$ cat src/shared/pdhlic_pkg.sv
// Purpose: constants shared by the level-3 / tributary line interface control bank
// Assumes: byte-wide register port, 8-bit addresses
// Notes:   offsets are byte addresses on the plain register port
package pdhlic_pkg;

	// register port geometry
	localparam int unsigned REG_ADDR_W = 8;
	localparam int unsigned REG_DATA_W = 8;

	typedef logic [REG_DATA_W-1:0] pdhlic_byte_t;
	typedef logic [REG_ADDR_W-1:0] pdhlic_addr_t;

	// channel counts
	localparam int unsigned L3_CHANNELS   = 4;
	localparam int unsigned TRIB_CHANNELS = 16;
	localparam int unsigned IRQ_EVENTS    = 8;

	// register offsets
	localparam pdhlic_addr_t OFS_L3_CTRL_CH0_CH1 = 8'h2E;
	localparam pdhlic_addr_t OFS_L3_CTRL_CH2_CH3 = 8'h2F;
	localparam pdhlic_addr_t OFS_TRIB_DEN_LO     = 8'h3A;
	localparam pdhlic_addr_t OFS_TRIB_DEN_HI     = 8'h3B;
	localparam pdhlic_addr_t OFS_TRIB_DIR_LO     = 8'h3C;
	localparam pdhlic_addr_t OFS_TRIB_DIR_HI     = 8'h3D;
	localparam pdhlic_addr_t OFS_L3_STATUS       = 8'h48;
	localparam pdhlic_addr_t OFS_L3_GLOBAL       = 8'h49;
	localparam pdhlic_addr_t OFS_L3_TX_ENABLE    = 8'h4A;
	localparam pdhlic_addr_t OFS_LIU_PROG        = 8'h4C;
	localparam pdhlic_addr_t OFS_IRQ_STATUS      = 8'h80;
	localparam pdhlic_addr_t OFS_IRQ_MASK        = 8'h81;

	// per-channel nibble inside a line control register
	localparam int unsigned CH_FLD_W        = 4;
	localparam int unsigned FLD_BUILDOUT    = 3;
	localparam int unsigned FLD_REMOTE_LOOP = 2;
	localparam int unsigned FLD_LOOP_A      = 1;
	localparam int unsigned FLD_LOOP_B      = 0;

	// status register fields
	localparam int unsigned STAT_SERIAL_BIT = 4;
	localparam int unsigned STAT_ALARM_LSB  = 0;

	// global control fields
	localparam int unsigned GLOB_DEC_BYPASS = 2;
	localparam int unsigned GLOB_MODE_A     = 1;
	localparam int unsigned GLOB_MODE_B     = 0;
	localparam pdhlic_byte_t GLOB_WR_MASK   = 8'h07;

	// transmit enable: data on odd bit 2n+1, clock on even bit 2n
	localparam int unsigned TXEN_DATA_OFS = 1;
	localparam int unsigned TXEN_CLK_OFS  = 0;

	// serial programming clock bit
	localparam int unsigned PROG_SCK_BIT  = 6;
	localparam pdhlic_byte_t PROG_WR_MASK = 8'h40;

	// reset and idle values
	localparam pdhlic_byte_t RST_CTRL    = 8'h00;
	localparam pdhlic_byte_t RD_UNMAPPED = 8'h00;

endpackage

$ cat src/rtl/pdhlic_regs.sv
// Purpose: control and status bank for level-3 and tributary line interface units
// Assumes: single clock, synchronous status inputs, byte register port
// Notes:   read data stand one cycle after the read strobe, zero after other enabled cycles
//          channels 0/1 share the nibble layout of channels 2/3 one byte lower
//          status inputs are taken as already synchronous; no resampling here
`timescale 1ns/1ps
`default_nettype none
module pdhlic_regs
	import pdhlic_pkg::*;
#(
	parameter int unsigned NUM_L3   = L3_CHANNELS,
	parameter int unsigned NUM_TRIB = TRIB_CHANNELS
) (
	// clock, reset and freeze
	input  wire logic                  clk,
	input  wire logic                  rst,
	input  wire logic                  ce,
	// plain register port
	input  wire logic [REG_ADDR_W-1:0] reg_addr,
	input  wire logic [REG_DATA_W-1:0] reg_wdata,
	input  wire logic                  reg_wr,
	input  wire logic                  reg_rd,
	output logic      [REG_DATA_W-1:0] reg_rdata,
	// LIU status pins
	input  wire logic [NUM_L3-1:0]     level3_line_alarm,
	input  wire logic                  liu_serial_readback,
	// level-3 LIU control pins
	output logic      [NUM_L3-1:0]     level3_short_cable_buildout,
	output logic      [NUM_L3-1:0]     level3_remote_loop,
	output logic      [NUM_L3-1:0]     level3_loop_sel_a,
	output logic      [NUM_L3-1:0]     level3_loop_sel_b,
	output logic                       line_decoder_bypass,
	output logic                       level3_mode_sel_a,
	output logic                       level3_mode_sel_b,
	output logic      [NUM_L3-1:0]     level3_tx_data_on,
	output logic      [NUM_L3-1:0]     level3_tx_clk_on,
	// tributary LIU control pins
	output logic      [NUM_TRIB-1:0]   trib_data_on,
	output logic      [NUM_TRIB-1:0]   trib_pair_transmit,
	// serial programming and interrupt
	output logic                       liu_prog_serial_clock,
	output logic                       irq
);

	// write decode per register
	logic         wr_ctrl01;
	logic         wr_ctrl23;
	logic         wr_den_lo;
	logic         wr_den_hi;
	logic         wr_dir_lo;
	logic         wr_dir_hi;
	logic         wr_glob;
	logic         wr_txen;
	logic         wr_prog;
	logic         wr_mask;
	logic         rd_stat_clr;

	// stored control bytes
	pdhlic_byte_t ctrl01_q;
	pdhlic_byte_t ctrl23_q;
	pdhlic_byte_t den_lo_q;
	pdhlic_byte_t den_hi_q;
	pdhlic_byte_t dir_lo_q;
	pdhlic_byte_t dir_hi_q;
	pdhlic_byte_t glob_q;
	pdhlic_byte_t txen_q;
	pdhlic_byte_t prog_q;

	// status and interrupt
	pdhlic_byte_t                  l3_status;
	logic         [NUM_L3-1:0]     alarm_rise;
	logic         [NUM_L3-1:0]     alarm_fall;
	logic         [IRQ_EVENTS-1:0] irq_events;
	logic         [IRQ_EVENTS-1:0] irq_stat;
	logic         [IRQ_EVENTS-1:0] irq_mask;

	// read path
	pdhlic_byte_t rd_mux;
	pdhlic_byte_t rdata_d;
	pdhlic_byte_t rdata_q;

	// strobes qualified by the enable so a frozen block ignores the port
	// one decoder for every write; an unmapped address strobes nothing
	always_comb begin
		wr_ctrl01 = 1'b0;
		wr_ctrl23 = 1'b0;
		wr_den_lo = 1'b0;
		wr_den_hi = 1'b0;
		wr_dir_lo = 1'b0;
		wr_dir_hi = 1'b0;
		wr_glob   = 1'b0;
		wr_txen   = 1'b0;
		wr_prog   = 1'b0;
		wr_mask   = 1'b0;
		if (ce && reg_wr) begin
			unique case (reg_addr)
				OFS_L3_CTRL_CH0_CH1: wr_ctrl01 = 1'b1;
				OFS_L3_CTRL_CH2_CH3: wr_ctrl23 = 1'b1;
				OFS_TRIB_DEN_LO:     wr_den_lo = 1'b1;
				OFS_TRIB_DEN_HI:     wr_den_hi = 1'b1;
				OFS_TRIB_DIR_LO:     wr_dir_lo = 1'b1;
				OFS_TRIB_DIR_HI:     wr_dir_hi = 1'b1;
				OFS_L3_GLOBAL:       wr_glob   = 1'b1;
				OFS_L3_TX_ENABLE:    wr_txen   = 1'b1;
				OFS_LIU_PROG:        wr_prog   = 1'b1;
				OFS_IRQ_MASK:        wr_mask   = 1'b1;
				default:             wr_mask   = 1'b0;
			endcase
		end
	end

	// only a taken read of the event byte clears it
	assign rd_stat_clr = ce && reg_rd && (reg_addr == OFS_IRQ_STATUS);

	// line control, channels 0 and 1
	// same nibble layout as channels 2 and 3, one address lower
	always_ff @(posedge clk) begin
		if (rst) begin
			ctrl01_q <= RST_CTRL;
		end else if (wr_ctrl01) begin
			ctrl01_q <= reg_wdata;
		end
	end

	// line control, channel 3 high nibble, channel 2 low nibble
	// written whole; no bit of this byte is reserved
	always_ff @(posedge clk) begin
		if (rst) begin
			ctrl23_q <= RST_CTRL;
		end else if (wr_ctrl23) begin
			ctrl23_q <= reg_wdata;
		end
	end

	// tributary data enables, channels 7 to 0
	// a cleared bit keeps that data output quiet
	always_ff @(posedge clk) begin
		if (rst) begin
			den_lo_q <= RST_CTRL;
		end else if (wr_den_lo) begin
			den_lo_q <= reg_wdata;
		end
	end

	// tributary data enables, channels 15 to 8
	// bit 0 of this byte is channel 8
	always_ff @(posedge clk) begin
		if (rst) begin
			den_hi_q <= RST_CTRL;
		end else if (wr_den_hi) begin
			den_hi_q <= reg_wdata;
		end
	end

	// direction, reset to receive on every pair
	// a pair never drives the line until software asks for it
	always_ff @(posedge clk) begin
		if (rst) begin
			dir_lo_q <= RST_CTRL;
		end else if (wr_dir_lo) begin
			dir_lo_q <= reg_wdata;
		end
	end

	// direction, channels 15 to 8, also receive after reset
	always_ff @(posedge clk) begin
		if (rst) begin
			dir_hi_q <= RST_CTRL;
		end else if (wr_dir_hi) begin
			dir_hi_q <= reg_wdata;
		end
	end

	// global mode; only the three live bits are stored
	// the upper five bits drive nothing, so storing them would waste flops
	always_ff @(posedge clk) begin
		if (rst) begin
			glob_q <= RST_CTRL;
		end else if (wr_glob) begin
			glob_q <= reg_wdata & GLOB_WR_MASK;
		end
	end

	// transmit data and clock enables
	// all eight bits live; odd bits data, even bits clock
	always_ff @(posedge clk) begin
		if (rst) begin
			txen_q <= RST_CTRL;
		end else if (wr_txen) begin
			txen_q <= reg_wdata;
		end
	end

	// serial programming clock; other bits of this byte are not held here
	// select, data and LIU reset pins are not part of this bank
	always_ff @(posedge clk) begin
		if (rst) begin
			prog_q <= RST_CTRL;
		end else if (wr_prog) begin
			prog_q <= reg_wdata & PROG_WR_MASK;
		end
	end

	// per-channel fan-out of line control and transmit enables
	// pure wiring from storage, so every pin moves one cycle after its write
	genvar ch;
	generate
		for (ch = 0; ch < NUM_L3; ch++) begin : g_l3
			localparam int unsigned NIB      = (ch % 2) * CH_FLD_W;
			localparam int unsigned BIT_BO   = NIB + FLD_BUILDOUT;
			localparam int unsigned BIT_RL   = NIB + FLD_REMOTE_LOOP;
			localparam int unsigned BIT_LA   = NIB + FLD_LOOP_A;
			localparam int unsigned BIT_LB   = NIB + FLD_LOOP_B;
			localparam int unsigned BIT_DATA = 2 * ch + TXEN_DATA_OFS;
			localparam int unsigned BIT_CLK  = 2 * ch + TXEN_CLK_OFS;
			logic [REG_DATA_W-1:0] src;
			// channels 0/1 live in the first byte, 2/3 in the second
			assign src = (ch < 2) ? ctrl01_q : ctrl23_q;
			// build-out only matters in T3; the LIU ignores it in E3
			assign level3_short_cable_buildout[ch] = src[BIT_BO];
			assign level3_remote_loop[ch] = src[BIT_RL];
			// LIU decodes A=B=0 as analog loopback; both passed through raw
			assign level3_loop_sel_a[ch] = src[BIT_LA];
			assign level3_loop_sel_b[ch] = src[BIT_LB];
			// data and clock enables interleave, data on the odd bit
			assign level3_tx_data_on[ch] = txen_q[BIT_DATA];
			assign level3_tx_clk_on[ch]  = txen_q[BIT_CLK];
		end
	endgenerate

	// tributary enables and directions, bit 0 of each high byte is channel 8
	// the high byte sits at the odd address and forms the upper half
	assign trib_data_on       = {den_hi_q, den_lo_q};
	assign trib_pair_transmit = {dir_hi_q, dir_lo_q};

	// one copy of the mode bits feeds all four LIUs
	// not forced equal: software writes both 1 for T3, both 0 for E3
	assign line_decoder_bypass = glob_q[GLOB_DEC_BYPASS];
	assign level3_mode_sel_a   = glob_q[GLOB_MODE_A];
	assign level3_mode_sel_b   = glob_q[GLOB_MODE_B];

	// bit-banged clock straight from storage, no retiming
	// its pace is set by software; writes must be slow enough for the LIU
	assign liu_prog_serial_clock = prog_q[PROG_SCK_BIT];

	// live status byte, unused bits zero
	// read live, so a read shows the pin levels of the strobe cycle
	always_comb begin
		l3_status = RD_UNMAPPED;
		l3_status[STAT_SERIAL_BIT] = liu_serial_readback;
		l3_status[STAT_ALARM_LSB +: NUM_L3] = level3_line_alarm;
	end

	// alarm edges become interrupt events
	// a pin already high at reset release counts as a rise
	pdhlic_edge #(
		.W(NUM_L3)
	) u_alarm_edge (
		.clk      (clk),
		.rst      (rst),
		.ce       (ce),
		.level_in (level3_line_alarm),
		.rise     (alarm_rise),
		.fall     (alarm_fall)
	);

	// low nibble: alarm raised, high nibble: alarm cleared
	// both edges are events, so software hears of recovery as well
	assign irq_events = {alarm_fall, alarm_rise};

	// sticky status cleared by reading it, mask and level interrupt
	pdhlic_irq #(
		.W(IRQ_EVENTS)
	) u_irq (
		.clk         (clk),
		.rst         (rst),
		.ce          (ce),
		.event_in    (irq_events),
		.stat_rd_clr (rd_stat_clr),
		.mask_wr     (wr_mask),
		.mask_wdata  (reg_wdata),
		.stat_q      (irq_stat),
		.mask_q      (irq_mask),
		.irq         (irq)
	);

	// read select; anything unmapped answers zero rather than stalling
	// bits never stored read back zero because they are absent from storage
	always_comb begin
		rd_mux = RD_UNMAPPED;
		unique case (reg_addr)
			OFS_L3_CTRL_CH0_CH1: rd_mux = ctrl01_q;
			OFS_L3_CTRL_CH2_CH3: rd_mux = ctrl23_q;
			OFS_TRIB_DEN_LO:     rd_mux = den_lo_q;
			OFS_TRIB_DEN_HI:     rd_mux = den_hi_q;
			OFS_TRIB_DIR_LO:     rd_mux = dir_lo_q;
			OFS_TRIB_DIR_HI:     rd_mux = dir_hi_q;
			OFS_L3_STATUS:       rd_mux = l3_status;
			OFS_L3_GLOBAL:       rd_mux = glob_q;
			OFS_L3_TX_ENABLE:    rd_mux = txen_q;
			OFS_LIU_PROG:        rd_mux = prog_q;
			OFS_IRQ_STATUS:      rd_mux = irq_stat;
			OFS_IRQ_MASK:        rd_mux = irq_mask;
			default:             rd_mux = RD_UNMAPPED;
		endcase
	end

	// zero unless strobed, so the next enabled cycle without a read clears a stale byte
	assign rdata_d = reg_rd ? rd_mux : RD_UNMAPPED;

	// read data register, frozen with the clock enable
	always_ff @(posedge clk) begin
		if (rst) begin
			rdata_q <= RD_UNMAPPED;
		end else if (ce) begin
			rdata_q <= rdata_d;
		end
	end

	// data output straight from the flop
	assign reg_rdata = rdata_q;

endmodule // pdhlic_regs
`default_nettype wire

$ cat src/rtl/pdhlic_edge.sv
// Purpose: per-bit rising and falling edge detection of status levels
// Assumes: inputs already synchronous to clk
// Notes:   history resets low, so a level high at release shows as a rise
`timescale 1ns/1ps
`default_nettype none
module pdhlic_edge #(
	parameter int unsigned W = 4
) (
	input  wire logic         clk,
	input  wire logic         rst,
	input  wire logic         ce,
	input  wire logic [W-1:0] level_in,
	output logic      [W-1:0] rise,
	output logic      [W-1:0] fall
);
	logic [W-1:0] prev_q;

	// previous level, frozen with the clock enable
	always_ff @(posedge clk) begin
		if (rst) begin
			prev_q <= '0;
		end else if (ce) begin
			prev_q <= level_in;
		end
	end

	// pulses only count while enabled, else a frozen history repeats them
	assign rise = ce ? (level_in & ~prev_q) : '0;
	assign fall = ce ? (~level_in & prev_q) : '0;
endmodule // pdhlic_edge
`default_nettype wire

$ cat src/rtl/pdhlic_irq.sv
// Purpose: sticky event status, mask and level interrupt
// Assumes: status cleared as a whole by a read pulse
// Notes:   an event in the clearing cycle stays set
`timescale 1ns/1ps
`default_nettype none
module pdhlic_irq
	import pdhlic_pkg::*;
#(
	parameter int unsigned W = 8
) (
	input  wire logic         clk,
	input  wire logic         rst,
	input  wire logic         ce,
	input  wire logic [W-1:0] event_in,
	input  wire logic         stat_rd_clr,
	input  wire logic         mask_wr,
	input  wire logic [W-1:0] mask_wdata,
	output logic      [W-1:0] stat_q,
	output logic      [W-1:0] mask_q,
	output logic              irq
);
	logic [W-1:0] stat_d;

	// set wins over the read clear
	always_comb begin
		stat_d = stat_rd_clr ? '0 : stat_q;
		stat_d = stat_d | event_in;
	end

	// sticky status bits
	always_ff @(posedge clk) begin
		if (rst) begin
			stat_q <= '0;
		end else if (ce) begin
			stat_q <= stat_d;
		end
	end

	// mask, same layout as status
	always_ff @(posedge clk) begin
		if (rst) begin
			mask_q <= '0;
		end else if (ce && mask_wr) begin
			mask_q <= mask_wdata;
		end
	end

	assign irq = |(stat_q & mask_q); // level, high while any enabled bit set
endmodule // pdhlic_irq
`default_nettype wire

$ cat config.mk
export PLATFORM = sky130hd
export DESIGN_NAME = pdhlic_regs
export DESIGN_NICKNAME = d
export VERILOG_FILES = /design/src/shared/pdhlic_pkg.sv /design/src/rtl/pdhlic_regs.sv /design/src/rtl/pdhlic_edge.sv /design/src/rtl/pdhlic_irq.sv
export SDC_FILE = /design/constraint.sdc
export NUM_CORES = 1
export LEC_CHECK = 0
export ABC_AREA = 1
export ABC_CLOCK_PERIOD_IN_PS = 1200
export BUFFER_PORTS_ARGS = -buffer_cell sky130_fd_sc_hd__buf_2
export CAP_MARGIN = 20
export CORE_MARGIN = 2
export CORE_UTILIZATION = 49
export DETAILED_ROUTE_END_ITERATION = 8
export PLACE_DENSITY = 0.76
export SLEW_MARGIN = 20
export SYNTH_ARGS = -nofsm -noshare
export SYNTH_HDL_FRONTEND = slang
export SYNTH_SLANG_ARGS = --single-unit
$ cat constraint.sdc
create_clock -name clk -period 1.2 [get_ports clk]
set_clock_uncertainty 0.1 [all_clocks]
set_input_delay 0.18 -clock clk [delete_from_list [all_inputs] [get_ports clk]]
set_output_delay 0.18 -clock clk [all_outputs]
set_load 0.02 [all_outputs]
### Word-level counts from Yosys, hierarchy flattened

Cells that the tools add are included.

| word-level totals | value |
|---|---|
| register bits after elaboration | 88 |
| bits of input ports | 26 |
| output and inout port bits | 69 |
| word-level logic and storage cells | 61 |

| operators by class | value |
|---|---|
| eq/ne operators | 12 |
| mux-type cells | 25 |
| bitwise gates (word level) | 6 |
| reduce and logical (&&, ||, !) cells | 5 |

Operators by type and width:

| kind | number |
|---|---|
| $pmux W8 S12 | 1 |
| $eq A8 B6 Y1 const B | 6 |
| $eq A8 B7 Y1 const B | 4 |
| $mux W1 | 20 |
| $eq A8 B8 Y1 const B | 2 |
| $mux W8 | 2 |
| $and A4 B4 Y4 | 2 |
| $and A8 B8 Y8 | 1 |
| $mux W4 | 2 |
| $not A4 Y4 | 2 |
| $or A8 B8 Y8 | 1 |
| $reduce_or A8 Y1 | 1 |
| $logic_and A1 B1 Y1 | 4 |

### Longest topological paths before layout

| logic depth | value |
|---|---|
| word-level depth | 4 |
| depth in mapped cells | 10 |
| mapped depth without buffers | 9 |

### Cells and area by module

Synthesis repeated with hierarchy kept, for this count alone.

| unflattened totals | value |
|---|---|
| cells, all modules | 637 |
| area total of the unflattened synthesis | 4518.1 um^2 |

By module, submodules not included:

| module | times used | cells an instance | area an instance (um^2) | seq. area each (um^2) |
|---|---|---|---|---|
| pdhlic_regs | 1 | 517 | 3601.0 | 1361.3 |
| pdhlic_irq | 1 | 86 | 668.1 | 320.3 |
| pdhlic_edge | 1 | 34 | 249.0 | 80.1 |

### Worst setup path after synthesis

OpenSTA, ideal clock, no wires.

| timing path | value |
|---|---|
| path type | input to register |
| start | input port ce |
| end | register txen_q[5] |
| library setup time | 0.119 ns |
| data arrival time | 1.092 ns |
| data required time | 0.981 ns |
| setup slack | -0.111 ns |
| stages | 7 |
| path buffers | 2 |
| path through | buf_2 nand2_4 inv_2 nand3_1 buf_2 o21ai_1 a21oi_1 |

| on the way | value |
|---|---|
| longest elaborated chain between the ends | 2 |

Ends and longest elaborated chain:

| what | RTL line | RTL |
|---|---|---|
| from (decl) | pdhlic_regs.sv:17 | `input wire logic ce,` |
| $logic_and A1 B1 Y1 | pdhlic_regs.sv:95 | `if (ce && reg_wr) begin` |
| $mux W1 | pdhlic_regs.sv:95 |  |
| to (signal assigned) | pdhlic_regs.sv:190 | `txen_q <= reg_wdata;` |
| to (decl) | pdhlic_regs.sv:66 | `pdhlic_byte_t txen_q;` |

No other way between the ends.
A chain may end at the register's enable or synchronous reset.

### Worst setup path after layout

| timing path | value |
|---|---|
| start | register u_irq.mask_q[7] |
| end | output port irq |

| on the way | value |
|---|---|
| longest elaborated chain between the ends | 2 |

Ends and longest elaborated chain:

| what | RTL line | RTL |
|---|---|---|
| from (decl) | pdhlic_irq.sv:19 | `output logic [W-1:0] mask_q,` |
| from (signal assigned) | pdhlic_irq.sv:44 | `mask_q <= mask_wdata;` |
| $and A8 B8 Y8 | pdhlic_irq.sv:48 | `assign irq = \|(stat_q & mask_q);` |
| $reduce_or A8 Y1 | pdhlic_irq.sv:48 |  |
| to (decl) | pdhlic_regs.sv:42 | `output logic irq` |

No other way between the ends.

==> summary.txt <==
outcome: complete, but fails checks
failing checks: negative setup slack
f_max: 0.603 GHz
# port buffers: 94
Synth Warn #: 0
clock transition at the registers of the reported paths: 0.09 ns
RSZ-0062 raised after global routing: yes
Worst R2R Start: u_irq.mask_q[7]
CP Launch Point: u_irq.mask_q[7]
Core Area: 0.00822 mm2
Least-Margin Pin Slew: 0.301 ns
Routed Antenna Nets: 0
initial drt markers: 443
Vias: 4,968
syn_nets: 613
CTS tree: built
Crit path max-delay family: compound AO/OA/AOI/OAI gates
number of diodes: 0
# IOs: 95
Adder-Cell Fraction of Synth Area: 0%
fill cell count: 538
Mapped Avg Cell Area: 7.07 um2
Worst path depth: 4
Initial Util: 50.5%
Synth area leader: dfxtp_1
via-per-instance ratio: 5.95
Clk pwr share: 39.1%
Compound-Gate Fraction of Synth Area: 19.4%
Internal Power: 4.36 mW
total gr overflow: 0
Leak: 2.55 nW
largest family of logic cells by synthesized area: simple AND/OR/NAND/NOR gates
drt wl/cell: 18.9 um
nets@finish: 751
WL final: 15.8 mm
mux contribution to synthesized area: 0%
initial antenna violation count: 0
Power Total: 5.90 mW
clock buffer depth: 2
# DRC: 0
multi-input logic area: 0.00243 mm2
critical path launch point type: flop
RePlAce Congestion: 0.961
WP buf/inv: 1
Root Buffer: clkbuf_8
total track usage: 30.3%
DPL Wire Length: 9.48 mm
clk sinks: 88
Comb pwr share: 10.6%
Max Cap Viol: 0
synth unique cells: 24
sequential-to-total area share from yosys stat: 42.5%
CP cell instances: a22o_1 -> a221oi_2 -> nand2_1 -> buf_6
crit path time final: 1.66 ns
final hold vios: 0
die area: 0.00922 mm2
Post-Synth XOR/XNOR Area: 0%
Synth-to-Final Area Change: 48.8%
Reg area: 0.00180 mm2
Crit-path slowest cell: dfxtp_2
Die Y-Extent: 96.0 um
worst hold start: level3_line_alarm[3]
Die X-Extent: 96.0 um
worst reg2reg setup slack: -0.07 ns
Required @ worst endpoint: 0.92 ns
Final Setup Violations: 16
critical path class: reg -> out
power per cell area: 956 mW/mm2
Synth Register Bits: 88
post-synth top area share: 42.5%
CTS H-Tree Depth: 3
CTS Hold Bufs: 0
Synth area leaders: dfxtp_1 (42%), nand3_1 (11%), a21oi_1 (9.3%)
layout cells sized above 1: 43.2%
r2r worst-path depth: 7
Reg power frac: 50.2%
Slew headroom: 79.9%
fin. max-slew vios: 0
pin count of the biggest net entering global routing: 70
CP Max Fanout: 2
# rows: 33
Hold Path Stages: 3
switching share of total power: 26.0%
Psw: 1.54 mW
first-pass GRT wire length: 21.3 mm
post-layout util: 75.1%
crit path DAT: 1.38 ns
peak supply drop: 0.644 mV
post-synthesis cell count: 587
Hold/Removal Path Class: in -> reg
CTS buffer count: 9
simple-gate share of the synthesized area: 27.7%
worst skew pair latency: 0.36 ns
synthesized area: 0.00415 mm2
setup ws final: -0.458 ns
fin crit share: 138%
drt pass-1 iters: 6
slowest stage delay, CP: 0.33 ns
vias in the first global route: 4,264
CP Capture Type: primary output
==> layout make-up <==
| class | count | share of cell area [%] |
|---|---|---|
| flip-flops and latches | 88 | 29.2 |
| inverters | 80 | 6.08 |
| repair buffers | 150 | 19.5 |
| multi-input cells | 396 | 39.4 |
| well taps | 105 | 2.13 |
| clock buffers | 13 | 2.90 |
| clock inverters | 3 | 0.750 |
==> logic make-up after synthesis <==
logic type	count (synthesis)
compound gates	156
buf+inv	107
flops	88
simple gates	236
==> power by group through the flow <==
stage                     registers (mW)  logic [mW]  clock network, mW
after floorplan                     3.03       0.268                  0
after global placement              3.03       0.478                  0
after detailed placement            3.03       0.491                  0
after CTS                           2.96       0.540               2.27
after global routing                2.97       0.660               2.43
final                               2.96       0.628               2.31
==> routing by layer <==
layer | vias up | part of all wire (%) | global-route usage [%]
li1 | 2241 | - | -
met2 | 357 | 47 | 48.3
met1 | 2283 | 37 | 40.8
met4 | 0 | 5.9 | 13.8
met5 | - | 0 | 0
met3 | 87 | 10 | 4.07
==> cells in the final DEF, fill, tap and decap left out, types with 7 or more instances in the layout <==
cell type   n
a21oi_1    72
buf_2      49
buf_4      81
buf_6       9
clkbuf_8   13
dfxtp_1    54
dfxtp_2    34
inv_1      72
nand2_1    50
nand2_2    13
nand2_4     7
nand3_1    55
nand3_2    41
nor2_1     29
nor2_2     11
nor2_4     18
nor3_1      8
o21ai_0    53
o21ai_1    16
==> registers in the layout, summed over array words and instances, names as in the netlist <==
| register | count |
|---|---|
| den_hi_q | 8 |
| reg_rdata | 8 |
| u_alarm_edge.prev_q | 4 |
| den_lo_q | 8 |
| prog_q | 1 |
| dir_lo_q | 8 |
| u_irq.stat_q | 8 |
| ctrl23_q | 8 |
| u_irq.mask_q | 8 |
| txen_q | 8 |
| glob_q | 3 |
| dir_hi_q | 8 |
| ctrl01_q | 8 |
==> synth_stat cells <==
library cell,instances
a211oi_1,3
a21oi_1,77
a221oi_1,2
a22o_1,2
buf_1,1
buf_2,9
buf_4,6
clkbuf_1,11
clkinv_1,1
dfxtp_1,88
inv_1,75
inv_2,4
nand2_1,67
nand2_2,4
nand2_4,1
nand3_1,93
nand3_2,6
nand4_1,1
nor2_1,43
nor2_2,4
nor2_4,9
nor3_1,8
o21ai_0,65
o21ai_1,7
==> metrics by stage <==
step	instance area (um2)	hold slack, ns	setup WS (ns)	setup TNS [ns]	cells
global route	6170	0.0209	-0.537	-1.73	835
CTS	5670	0.0181	-0.467	-0.498	827
detailed placement	5170	0.352	-0.435	-28.28	801
floorplan	4380	0.222	-0.0392	-0.440	587
global placement	5170	0.346	-0.415	-25.25	801
finish	6170	0.0133	-0.458	-1.27	835
==> final timing paths <==
| kind | end |
|---|---|
| worst max-delay path | irq |
| worst min-delay path | u_irq.stat_q[3] |
| worst max register to register | reg_rdata[7] |
| worst min register to register | ctrl23_q[4] |
==> worst register-to-register path, delay by kind of cell (launching register included) <==
family	cells	cell delay [ns]
simple gates	5	0.54
flops	1	0.33
buf+inv	1	0.13
compound gates	1	0.07
==> what timing repair did <==
action	CTS	global route
gates cloned	4	5
endpoints found under the setup margin	60	83
setup buffers	6	5
resized for setup	48	139
pin swaps	13	37
(Power assumes the default switching activity.)
